$ cat src/rtl/ssf_pkg.sv
package ssf_pkg;
    // ------------------------------------------------------------
    // register map
    // ------------------------------------------------------------
    localparam logic [7:0] IRQ_ENABLE_SECOND_ADDR = 8'he8;
    localparam logic [7:0] SPI_CONTROL_ADDR       = 8'hc3;
    localparam logic [7:0] SPI_STATUS_ADDR        = 8'hc4;
    localparam logic [7:0] IRQ_ENABLE_RESET       = 8'h00;
    localparam logic [7:0] SPI_CONTROL_RESET      = 8'h14;
    // ------------------------------------------------------------
    // field positions
    // ------------------------------------------------------------
    localparam int CTL_RATE_BIT0   = 0;
    localparam int CTL_RATE_BIT1   = 1;
    localparam int CTL_PHASE       = 2;
    localparam int CTL_POLARITY    = 3;
    localparam int CTL_MASTER      = 4;
    localparam int CTL_SEL_DISABLE = 5;
    localparam int CTL_ENABLE      = 6;
    localparam int CTL_RATE_BIT2   = 7;
    localparam int STS_MODE_FAULT  = 4;
    localparam int IEN_SPI         = 3;
    // ------------------------------------------------------------
    // timing
    // ------------------------------------------------------------
    localparam int          SYNC_STAGES   = 2;
    localparam logic [2:0]  BITS_PER_XFER = 3'h7;
    localparam logic [7:0]  HOST_DIV_HALF = 8'h04;
endpackage : ssf_pkg

$ cat src/rtl/ssf_link_if.sv
`timescale 1ns/1ps
interface ssf_link_if;
    logic sel_n_o;
    logic sel_n_oe_n;
    logic sclk_o;
    logic sclk_oe_n;
    logic mosi_o;
    logic mosi_oe_n;
    logic miso_o;
    logic miso_oe_n;
    logic ptr_sel_n_o;
    logic ptr_sel_n_oe_n;
    logic ptr_sclk_o;
    logic ptr_sclk_oe_n;
    logic ptr_mosi_o;
    logic ptr_mosi_oe_n;
    logic sel_n_i;
    logic sclk_i;
    logic mosi_i;
    logic miso_i;
    modport device (
        output sel_n_o, sel_n_oe_n, sclk_o, sclk_oe_n, mosi_o, mosi_oe_n, miso_o, miso_oe_n,
        input  sel_n_i, sclk_i, mosi_i, miso_i
    );
    modport partner (
        output ptr_sel_n_o, ptr_sel_n_oe_n, ptr_sclk_o, ptr_sclk_oe_n, ptr_mosi_o, ptr_mosi_oe_n,
        input  miso_i
    );
endinterface : ssf_link_if

$ cat src/rtl/ssf_device.sv
`timescale 1ns/1ps
module ssf_device
    import ssf_pkg::*;
(
    // system
    input  wire logic       clock_i,
    input  wire logic       sys_rst_i,
    // cpu register port
    input  wire logic [7:0] addr_i,
    input  wire logic [7:0] wdata_i,
    input  wire logic       wr_i,
    input  wire logic       rd_i,
    output logic      [7:0] rdata_o,
    // interrupt and select pin level
    output logic            spi_irq_o,
    output logic            gp_select_o,
    // link
    ssf_link_if.device      link
);
    // ------------------------------------------------------------
    // registers
    // ------------------------------------------------------------
    logic [7:0] spi_control_reg;
    logic [7:0] irq_enable_second_reg;
    logic       mode_fault_flag_reg;
    logic       fault_seen_reg;
    logic [1:0] sel_sync_reg;
    logic [1:0] sclk_sync_reg;
    logic [1:0] mosi_sync_reg;
    logic [1:0] miso_sync_reg;
    logic       sel_d_reg;
    logic       sclk_d_reg;
    logic       xfer_reg;
    logic [2:0] bit_cnt_reg;
    logic       last_bit_reg;
    logic [7:0] shift_reg;
    logic [6:0] div_cnt_reg;
    logic       m_sclk_reg;
    logic [3:0] m_edges_reg;
    logic       m_busy_reg;

    logic       spi_enable_bit;
    logic       master_select_bit;
    logic       select_pin_disable;
    logic       clock_phase_bit;
    logic [2:0] rate_field;
    logic       sel_n;
    logic       selected;
    logic       fault_master;
    logic       fault_slave;
    logic       fault_set;
    logic       ctl_wr;
    logic       sts_rd;
    logic [6:0] half_div;
    logic       sclk_rise;
    logic       sclk_fall;
    logic       sclk_idle;
    logic       m_sample;

    assign spi_enable_bit     = spi_control_reg[CTL_ENABLE];
    assign master_select_bit  = spi_control_reg[CTL_MASTER];
    assign select_pin_disable = spi_control_reg[CTL_SEL_DISABLE];
    assign clock_phase_bit    = spi_control_reg[CTL_PHASE];
    assign rate_field = {spi_control_reg[CTL_RATE_BIT2], spi_control_reg[CTL_RATE_BIT1],
                         spi_control_reg[CTL_RATE_BIT0]};
    assign sclk_idle  = spi_control_reg[CTL_POLARITY];
    assign ctl_wr     = wr_i && (addr_i == SPI_CONTROL_ADDR);
    assign sts_rd     = rd_i && (addr_i == SPI_STATUS_ADDR);

    // ------------------------------------------------------------
    // pin synchronisers
    // ------------------------------------------------------------
    always_ff @(posedge clock_i or posedge sys_rst_i)
    begin
        if (sys_rst_i)
        begin
            sel_sync_reg  <= 2'h3;
            sclk_sync_reg <= 2'h0;
            mosi_sync_reg <= 2'h0;
            miso_sync_reg <= 2'h0;
        end
        else
        begin
            sel_sync_reg  <= {sel_sync_reg[0], link.sel_n_i};
            sclk_sync_reg <= {sclk_sync_reg[0], link.sclk_i};
            mosi_sync_reg <= {mosi_sync_reg[0], link.mosi_i};
            miso_sync_reg <= {miso_sync_reg[0], link.miso_i};
        end
    end

    assign sel_n     = sel_sync_reg[1];
    assign sclk_rise = sclk_sync_reg[1] && !sclk_d_reg;
    assign sclk_fall = !sclk_sync_reg[1] && sclk_d_reg;
    // slave selection, pin ignored with phase and disable set
    assign selected  = (clock_phase_bit && select_pin_disable) || !sel_n;

    always_ff @(posedge clock_i or posedge sys_rst_i)
    begin
        if (sys_rst_i)
        begin
            sel_d_reg  <= 1'b1;
            sclk_d_reg <= 1'b0;
        end
        else
        begin
            sel_d_reg  <= sel_n;
            sclk_d_reg <= sclk_sync_reg[1];
        end
    end

    // ------------------------------------------------------------
    // fault detection
    // ------------------------------------------------------------
    assign fault_master = spi_enable_bit && master_select_bit
                          && !select_pin_disable && !sel_n;
    assign fault_slave  = spi_enable_bit && !master_select_bit
                          && !(clock_phase_bit && select_pin_disable)
                          && sel_n && !sel_d_reg;
    assign fault_set    = fault_master || fault_slave;

    always_ff @(posedge clock_i or posedge sys_rst_i)
    begin
        if (sys_rst_i)
        begin
            mode_fault_flag_reg <= 1'b0;
            fault_seen_reg      <= 1'b0;
        end
        else if (fault_set)
        begin
            mode_fault_flag_reg <= 1'b1;
            fault_seen_reg      <= 1'b0;
        end
        else if (ctl_wr && fault_seen_reg)
        begin
            mode_fault_flag_reg <= 1'b0;
            fault_seen_reg      <= 1'b0;
        end
        else if (sts_rd && mode_fault_flag_reg)
            fault_seen_reg <= 1'b1;
    end

    // ------------------------------------------------------------
    // cpu registers
    // ------------------------------------------------------------
    always_ff @(posedge clock_i or posedge sys_rst_i)
    begin
        if (sys_rst_i)
            spi_control_reg <= SPI_CONTROL_RESET;
        else if (fault_master)
        begin
            spi_control_reg[CTL_ENABLE] <= 1'b0;
            spi_control_reg[CTL_MASTER] <= 1'b0;
        end
        else if (ctl_wr)
        begin
            spi_control_reg <= wdata_i;
            // enable held low until the fault flag has been read in the status register
            if (mode_fault_flag_reg && !fault_seen_reg)
                spi_control_reg[CTL_ENABLE] <= 1'b0;
        end
    end

    always_ff @(posedge clock_i or posedge sys_rst_i)
    begin
        if (sys_rst_i)
            irq_enable_second_reg <= IRQ_ENABLE_RESET;
        else if (wr_i && addr_i == IRQ_ENABLE_SECOND_ADDR)
            irq_enable_second_reg <= wdata_i;
    end

    always_ff @(posedge clock_i or posedge sys_rst_i)
    begin
        if (sys_rst_i)
            rdata_o <= 8'h00;
        else if (rd_i)
        begin
            unique case (addr_i)
                SPI_CONTROL_ADDR:       rdata_o <= spi_control_reg;
                SPI_STATUS_ADDR:        rdata_o <= {3'h0, mode_fault_flag_reg, 4'h0};
                IRQ_ENABLE_SECOND_ADDR: rdata_o <= irq_enable_second_reg;
                default:                rdata_o <= 8'h00;
            endcase
        end
    end

    assign spi_irq_o = mode_fault_flag_reg && irq_enable_second_reg[IEN_SPI];
    assign gp_select_o = sel_n;

    // ------------------------------------------------------------
    // slave transfer tracking
    // ------------------------------------------------------------
    always_ff @(posedge clock_i or posedge sys_rst_i)
    begin
        if (sys_rst_i)
        begin
            xfer_reg     <= 1'b0;
            bit_cnt_reg  <= 3'h0;
            last_bit_reg <= 1'b0;
            shift_reg    <= 8'h00;
        end
        else if (!selected || master_select_bit || !spi_enable_bit)
        begin
            xfer_reg     <= 1'b0;
            bit_cnt_reg  <= 3'h0;
            last_bit_reg <= 1'b0;
            // master takes miso on its leading clock edge
            if (m_sample)
                shift_reg <= {shift_reg[6:0], miso_sync_reg[1]};
        end
        else
        begin
            xfer_reg <= 1'b1;
            if ((sclk_rise && !sclk_idle) || (sclk_fall && sclk_idle))
            begin
                shift_reg    <= {shift_reg[6:0], mosi_sync_reg[1]};
                last_bit_reg <= (bit_cnt_reg == BITS_PER_XFER);
                bit_cnt_reg  <= bit_cnt_reg + 3'h1;
            end
            else if (last_bit_reg && sclk_sync_reg[1] == sclk_idle)
                last_bit_reg <= 1'b0;
        end
    end

    // slave data output floats while deselected
    assign link.miso_o     = shift_reg[7];
    assign link.miso_oe_n  = !(xfer_reg && selected && !master_select_bit);

    // ------------------------------------------------------------
    // master clock generator
    // ------------------------------------------------------------
    always_comb
    begin
        unique case (rate_field)
            3'h1:    half_div = 7'h02;
            3'h2:    half_div = 7'h04;
            3'h3:    half_div = 7'h08;
            3'h4:    half_div = 7'h10;
            3'h5:    half_div = 7'h20;
            3'h6:    half_div = 7'h40;
            default: half_div = 7'h00;
        endcase
    end

    always_ff @(posedge clock_i or posedge sys_rst_i)
    begin
        if (sys_rst_i)
        begin
            div_cnt_reg <= 7'h00;
            m_sclk_reg  <= 1'b0;
        end
        else if (!(spi_enable_bit && master_select_bit) || half_div == 7'h00)
        begin
            div_cnt_reg <= 7'h00;
            m_sclk_reg  <= sclk_idle;
        end
        else if (div_cnt_reg + 7'h01 >= half_div)
        begin
            div_cnt_reg <= 7'h00;
            m_sclk_reg  <= !m_sclk_reg;
        end
        else
            div_cnt_reg <= div_cnt_reg + 7'h01;
    end

    assign m_sample = spi_enable_bit && master_select_bit && (half_div != 7'h00)
                      && (div_cnt_reg + 7'h01 >= half_div) && (m_sclk_reg == sclk_idle);

    assign link.sclk_o     = m_sclk_reg;
    assign link.sclk_oe_n  = !(spi_enable_bit && master_select_bit);
    assign link.mosi_o     = shift_reg[7];
    assign link.mosi_oe_n  = !(spi_enable_bit && master_select_bit);
    assign link.sel_n_o    = 1'b1;
    assign link.sel_n_oe_n = 1'b1;
endmodule : ssf_device

$ cat src/flat_wrapper.sv
// flat-port wrapper written by rule: the top's interface ports become plain ports
module ssf_device_flat import ssf_pkg::*;
  (clock_i, sys_rst_i, addr_i, wdata_i, wr_i, rd_i, rdata_o, spi_irq_o, gp_select_o, link_sel_n_o, link_sel_n_oe_n, link_sclk_o, link_sclk_oe_n, link_mosi_o, link_mosi_oe_n, link_miso_o, link_miso_oe_n, link_sel_n_i, link_sclk_i, link_mosi_i, link_miso_i);
  ssf_link_if link_i ();
  input  wire logic clock_i;
  input  wire logic sys_rst_i;
  input  wire logic [7:0] addr_i;
  input  wire logic [7:0] wdata_i;
  input  wire logic wr_i;
  input  wire logic rd_i;
  output logic      [7:0] rdata_o;
  output logic spi_irq_o;
  output logic gp_select_o;
  output wire logic [$bits(link_i.sel_n_o)-1:0] link_sel_n_o;
  output wire logic [$bits(link_i.sel_n_oe_n)-1:0] link_sel_n_oe_n;
  output wire logic [$bits(link_i.sclk_o)-1:0] link_sclk_o;
  output wire logic [$bits(link_i.sclk_oe_n)-1:0] link_sclk_oe_n;
  output wire logic [$bits(link_i.mosi_o)-1:0] link_mosi_o;
  output wire logic [$bits(link_i.mosi_oe_n)-1:0] link_mosi_oe_n;
  output wire logic [$bits(link_i.miso_o)-1:0] link_miso_o;
  output wire logic [$bits(link_i.miso_oe_n)-1:0] link_miso_oe_n;
  input wire logic [$bits(link_i.sel_n_i)-1:0] link_sel_n_i;
  input wire logic [$bits(link_i.sclk_i)-1:0] link_sclk_i;
  input wire logic [$bits(link_i.mosi_i)-1:0] link_mosi_i;
  input wire logic [$bits(link_i.miso_i)-1:0] link_miso_i;
  assign link_sel_n_o = link_i.sel_n_o;
  assign link_sel_n_oe_n = link_i.sel_n_oe_n;
  assign link_sclk_o = link_i.sclk_o;
  assign link_sclk_oe_n = link_i.sclk_oe_n;
  assign link_mosi_o = link_i.mosi_o;
  assign link_mosi_oe_n = link_i.mosi_oe_n;
  assign link_miso_o = link_i.miso_o;
  assign link_miso_oe_n = link_i.miso_oe_n;
  assign link_i.sel_n_i = link_sel_n_i;
  assign link_i.sclk_i = link_sclk_i;
  assign link_i.mosi_i = link_mosi_i;
  assign link_i.miso_i = link_miso_i;
  ssf_device u_core (.clock_i(clock_i), .sys_rst_i(sys_rst_i), .addr_i(addr_i), .wdata_i(wdata_i), .wr_i(wr_i), .rd_i(rd_i), .rdata_o(rdata_o), .spi_irq_o(spi_irq_o), .gp_select_o(gp_select_o), .link(link_i));
endmodule
$ cat config.mk
export PLATFORM = sky130hd
export DESIGN_NAME = ssf_device_flat
export DESIGN_NICKNAME = d
export VERILOG_FILES = /design/src/rtl/ssf_pkg.sv /design/src/rtl/ssf_link_if.sv /design/src/rtl/ssf_device.sv /design/src/flat_wrapper.sv
export SDC_FILE = /design/constraint.sdc
export NUM_CORES = 1
export LEC_CHECK = 0
export BUFFER_PORTS_ARGS = -buffer_cell sky130_fd_sc_hd__buf_2
export CAP_MARGIN = 20
export CORE_MARGIN = 2
export CORE_UTILIZATION = 35
export DETAILED_ROUTE_END_ITERATION = 8
export PLACE_DENSITY_LB_ADDON = 0.3
export SLEW_MARGIN = 20
export SYNTH_ARGS = -nofsm -noshare
export SYNTH_HDL_FRONTEND = slang
export SYNTH_SLANG_ARGS = --single-unit
$ cat constraint.sdc
create_clock -name clock_i -period 4.56 [get_ports clock_i]
set_input_delay 0.912 -clock clock_i [delete_from_list [all_inputs] [get_ports clock_i]]
set_output_delay 0.912 -clock clock_i [all_outputs]
set_load 0.02 [all_outputs]
Word level (Yosys, flattened, before mapping)
Index checks and enable logic that the tools add are counted.
- bits in registers: 53
- memories: 0
- latch bits: 0
- output and inout port bits: 18
- memory bits (read-only): 0
- memory bits (writable): 0
- word-level logic and storage cells: 102
- $lt $le $gt $ge: 1
- bitwise gates (word level): 1
- shifts and indexed selects: 0
- divide/modulo/power cells: 0
- equal/unequal tests: 11
- mux-type cells: 19
- reductions and logical operators: 53
- add/subtract/negate cells: 1
- multipliers: 0
- operators with widths (cell ; number):
    one-hot mux 7 bit (6 select lines) ; 1
    equality test 8 bit (second input constant) ; 3
    logical AND 1 bit ; 24
    two-way mux 8 bit ; 3
    one-hot mux 8 bit (3 select lines) ; 1
    two-way mux 7 bit ; 3
    zero test 1 bit ; 14
    two-way mux 1 bit ; 11
    equality test 3 bit (second input constant) ; 3
    nonzero test 2 bit ; 4
    adder 7 x 1 -> 7 bit (second input constant) ; 1
    >= comparator 7 bit ; 1
    zero test 7 bit ; 1
    nonzero test 7 bit ; 1
    equality test 3 x 2 -> 1 bit (second input constant) ; 2
    logical OR 1 bit ; 6
    AND reduction 2 bit ; 2
    equality test 3 x 1 -> 1 bit (second input constant) ; 1
    nonzero test 3 bit ; 1
    != test 2 x 1 -> 1 bit (second input constant) ; 1
    equality test 1 bit ; 1
    inverter 1 bit ; 1

Longest topological paths before layout
- depth after elaboration: 8
- depth in mapped cells: 10

Worst setup path before layout
Ideal clock, no wire load.
- kind: register -> register
- start: register u_core.spi_control_reg[0]
- end: register u_core.shift_reg[0]
- library setup time: 128 ps
- buffers on the path: 1
- stages on the path, launching flop included: 9
- required time: 4432 ps
- setup slack: 2150 ps
- data arrival time: 2283 ps
- clock period less this slack: 2410 ps
- cells stage by stage: dfrtp_1 buf_2 or3b_2 ha_1 a21oi_1 o21ai_0 a21oi_1 o21ai_4 mux2_1
- cells in the longest elaborated chain, start to end: 8
- elaborated cells on any way between the ends: 14
- classes of those cells: order compare (1); eq/ne (7); mux (1); reduce/logical (5)
- RTL lines (item ; line ; source):
    from (decl) ; ssf_device.sv:23 ; logic [7:0] spi_control_reg;
    from (signal assigned) ; ssf_device.sv:156 ; spi_control_reg <= wdata_i;
    equality test 3 bit, or another cell as far along ; ssf_device.sv:233 ; unique case (rate_field)
    one-hot mux 7 bit (6 select lines) * ; ssf_device.sv:233 ;
    parallel branches: the longest is 2 deep, another holds >= comparator 7 bit ; -- ;
    logical AND 1 bit * (2 in a row) ; ssf_device.sv:266 ; && (div_cnt_reg + 7'h01 >= half_div) && (m_sclk_reg == sclk_idle);
    != test 2 x 1 -> 1 bit (no line) * ; -- ;
    AND reduction 2 bit (no line) * ; -- ;
    to (signal assigned) ; ssf_device.sv:208 ; shift_reg <= {shift_reg[6:0], miso_sync_reg[1]};
    to (signal assigned) ; ssf_device.sv:215 ; shift_reg <= {shift_reg[6:0], mosi_sync_reg[1]};
    to (decl) ; ssf_device.sv:36 ; logic [7:0] shift_reg;
Every way passes the cells marked *.
A chain may end at the register's enable or synchronous reset.

Final worst setup path
- start: register u_core.div_cnt_reg[0]
- end: register u_core.shift_reg[0]
- cells in the longest elaborated chain, start to end: 6
- RTL lines (item ; line ; source):
    from (decl) ; ssf_device.sv:37 ; logic [6:0] div_cnt_reg;
    from (signal assigned) ; ssf_device.sv:262 ; div_cnt_reg <= div_cnt_reg + 7'h01;
    adder 7 x 1 -> 7 bit ; ssf_device.sv:266 ;
    >= comparator 7 bit ; ssf_device.sv:266 ;
    logical AND 1 bit (2 in a row) ; ssf_device.sv:266 ;
    != test 2 x 1 -> 1 bit (no line) ; -- ;
    AND reduction 2 bit (no line) ; -- ;
No other way between the ends.

==> run_results.csv <==
group,metric,value,unit
synthesis,synth.most_common_cell,"dfrtp_1",
final_layout,postLayoutCellArea,2790,um2
synthesis,muxShareOfSynthArea,10.7,%
global_routing,grt_pass1_wl,8.09,mm
final_layout,fin_cells,325,
pwr,p_comb_share,6.5,%
final_layout,diodes,0,
sta,relSlewSlack,40.3,%
routing,first_pass_iters,4,
routing,drt_iter0_drc,62,
sta,skew,0.00426,ns
clock_network,root_buffer,"clkbuf_8",
synthesis,synthXorXnorAreaFrac,2.52,%
synthesis,ys_seq_area_share,54.9,%
clock_network,cts_setup_buffers,0,
final_layout,fill_cells,664,
synthesis,synth_commonest_cells,"48 x dfrtp_1, 21 x mux2_2, 12 x nor2_1, 11 x inv_1, 10 x nand2_1",
pwr,p_sw,199,uW
setup_path,startpoint_type,"flip-flop",
placement,io_buffers,39,
sta,setup_tns,0,ns
run,drv_cap,0,
run_status,status,"completed",
clock_network,cts-resized-gates,0,
synthesis,ys_async_sr_fraction,100,%
sta,tightest_slew,0.894,ns
routing,postRouteAntennaNets,0,
clock_network,cts_htree_levels,2,
global_routing,grt_pass1_vias,1639,
floorplanning,dieArea,7620,um2
global_routing,grt.total_usage,13.8,%
setup_path,r2r_start,"u_core.div_cnt_reg[0]",
synthesis,avgSynthCellArea,11.8,um2
pwr,ir_drop,0.128,mV
sta,hold_violations,0,
setup_path,critPathLaunch,"u_core.div_cnt_reg[0]",
synthesis,synth_top_family_by_area,"simple AND/OR/NAND/NOR gates",
placement,place_congestion,0.750,
synthesis,ys_ff_latch,53,
clock_network,cts-hold-fix-buffers,0,
synthesis,synth_adder_area_share,3.61,%
synthesis,synth_cell_types,41,
synthesis,synth_ff_type,"dfrtp_1",
global_routing,grt_max_degree,54,
setup_path,required,4.75,ns
final_layout,area_delta_synth_final,15.0,%
sta,max_freq,373,MHz
pwr,p_int,691,uW
pwr,power,890,uW
synthesis,synth_edf_count,0,
synthesis,netlist.area_leader.share,49.5,%
pwr,power.density,319,nW/um2
setup_path,critPathKind,"flip-flop to flip-flop",
floorplanning,initial_utilization,35.9,%
sta,period_minus_slack,2.68,ns
pwr,pwr-share-clk,37.2,%
routing,wl_per_cell,14.2,um
routing,vias,1625,
synthesis,synth.cell_area,2430,um2
sta,finalCritPeriodShare,58.7,%
routing,viasPerCell,5.00,
routing,drc,0,
final_layout,layout-drive-gt1-share,34.7,%
setup_path,cp_max_fo,8,
placement,dp_hpwl,3.30,mm
synthesis,postSynthCellCount,206,
sta,rsz0062_at_grt,"false",
floorplanning,die_y,87.3,um
pwr,p_sw_share,22.4,%
sta,fin_hold_ws,0.356,ns
setup_path,arrival,2.87,ns
floorplanning,die_w,87.3,um
pwr,leakage,1.33,nW
global_routing,antenna_found_initial,0,
floorplanning,ios,42,
floorplanning,core-area,6760,um2
clock_network,cts_tree,"done",
synthesis,yosysTopAreaCell,"dfrtp_1",
hold_path,hp-start,"u_core.miso_sync_reg[0]",
placement,placed_area,2680,um2
clock_network,worstSkewPairLatency,0.30,ns
sta,final-max-slew-violation-count,0,
clock_network,cts_buffer_depth,2,
final_layout,layout.nets,275,
clock_network,cts_num_sinks,53,
placement,placed_cells,317,
routing,drt_wl_total,4.60,mm
synthesis,yosys-top-cells-area,"dfrtp_1 49%, mux2_2 9.7%, dfstp_2 5.4%, ha_1 3.6%, a22oi_1 2.5%",
setup_path,cp-end-kind,"flip-flop",
synthesis,synth_compound_area_share,9.38,%
hold_path,hp-class,"flip-flop to flip-flop",
sta,setup_viol,0,
pwr,pwr-share-seq,56.3,%
clock_network,clkTransAtPathRegs,0.09,ns
synthesis,synthSimpleGateAreaFrac,14.7,%
global_routing,gr-total-overflow,0,
clock_network,cts_buffers,5,
floorplanning,core.rowCount,30,
synthesis,ys.warnings.count,0,
==> routing by layer <==
layer | track usage [%] | wire length, um | share of wire (%)
met1 | 19.6 | 2290 | 50
met2 | 20.6 | 2080 | 45
met3 | 3.41 | 169 | 3.7
met4 | 4.62 | 56 | 1.2
met5 | 0 | 0 | 0
==> worst max-delay path: stages (launching register included) <==
cell and delay, ns:
dfrtp_1 0.42, ha_1 0.23, nand2_1 0.07, nor2_1 0.11, xor2_1 0.21, ha_1 0.27
a21oi_1 0.13, o21ai_0 0.09, a21oi_1 0.52, o21ai_4 0.18, mux2_1 0.34
==> path summary, 6_finish.rpt <==
path,endpoint,slack [ns],cells after the start
max in group asynchronous,u_core.div_cnt_reg[2],3.27,2
worst max-delay path,u_core.shift_reg[0],1.88,10
worst max register to register,u_core.shift_reg[0],1.88,10
worst min register to register,u_core.miso_sync_reg[1],0.36,0
worst min-delay path,u_core.miso_sync_reg[1],0.36,0
min in group asynchronous,u_core.div_cnt_reg[4],0.76,2
==> metrics by stage <==
stage / worst slack [ns] / util (%)
3_3_place_gp: 1.83 / 39.6
4_1_cts: 1.88 / 41.3
6_report: 1.88 / 41.4
5_1_grt: 1.55 / 41.4
2_1_floorplan: 2.15 / -
3_5_place_dp: 1.82 / 39.6
==> layout by cell type (no fill, tap or decap), types with 2 or more instances in the layout <==
master    Yosys  layout
dfstp_2       5       5
a22oi_1       8       8
nand2_1      10      10
xnor2_1       4       4
and2_1        2       2
dfrtp_1      48      48
nand3_1       5       5
nand3b_1      5       5
and3_1        6       6
ha_1          7       7
or3b_2        2       2
mux2_1        2       2
mux2_2       21      21
clkbuf_8      0       6
a21oi_1       8       8
buf_2         5      39
o22ai_1       8       8
conb_1        1       2
xor2_1        3       3
nand2_2       2       2
nor2_2        2       2
nor2_1       12      12
nor3_1        4       4
o21ai_0       2       2
inv_1        11      10
and3b_1       2       2
nor3b_1       3       3
==> layout make-up <==
class	count	area [um2]	share of cell area, %
clock inverter	1	30.0	1.07
inverter	11	42.5	1.52
timing repair buffer	40	203	7.25
clock buffer	7	86.3	3.09
sequential	53	1330	47.7
tap	80	100	3.58
multi-input combinational	133	1000	35.8
==> power groups by stage <==
stage	Sequential (mW)	Combinational (mW)	Clock [mW]
after global placement	0.510	0.0577	0
after floorplan	0.505	0.0412	0
after CTS	0.501	0.0596	0.343
after detailed placement	0.511	0.0595	0
after global routing	0.504	0.0679	0.359
final	0.501	0.0582	0.331
==> logic make-up (layout without fill, tap and decap cells) <==
family | after synthesis | in the layout
AOI/OAI and AO/OA | 33 | 33
xor gates and xnor gates | 7 | 7
adders and majority gates | 7 | 7
buffers and inverters | 21 | 59
DFF | 53 | 53
muxes | 23 | 23
other | 1 | 2
and+or+nand+nor | 61 | 61
No activity file was read; power rests on OpenSTA's default activity.
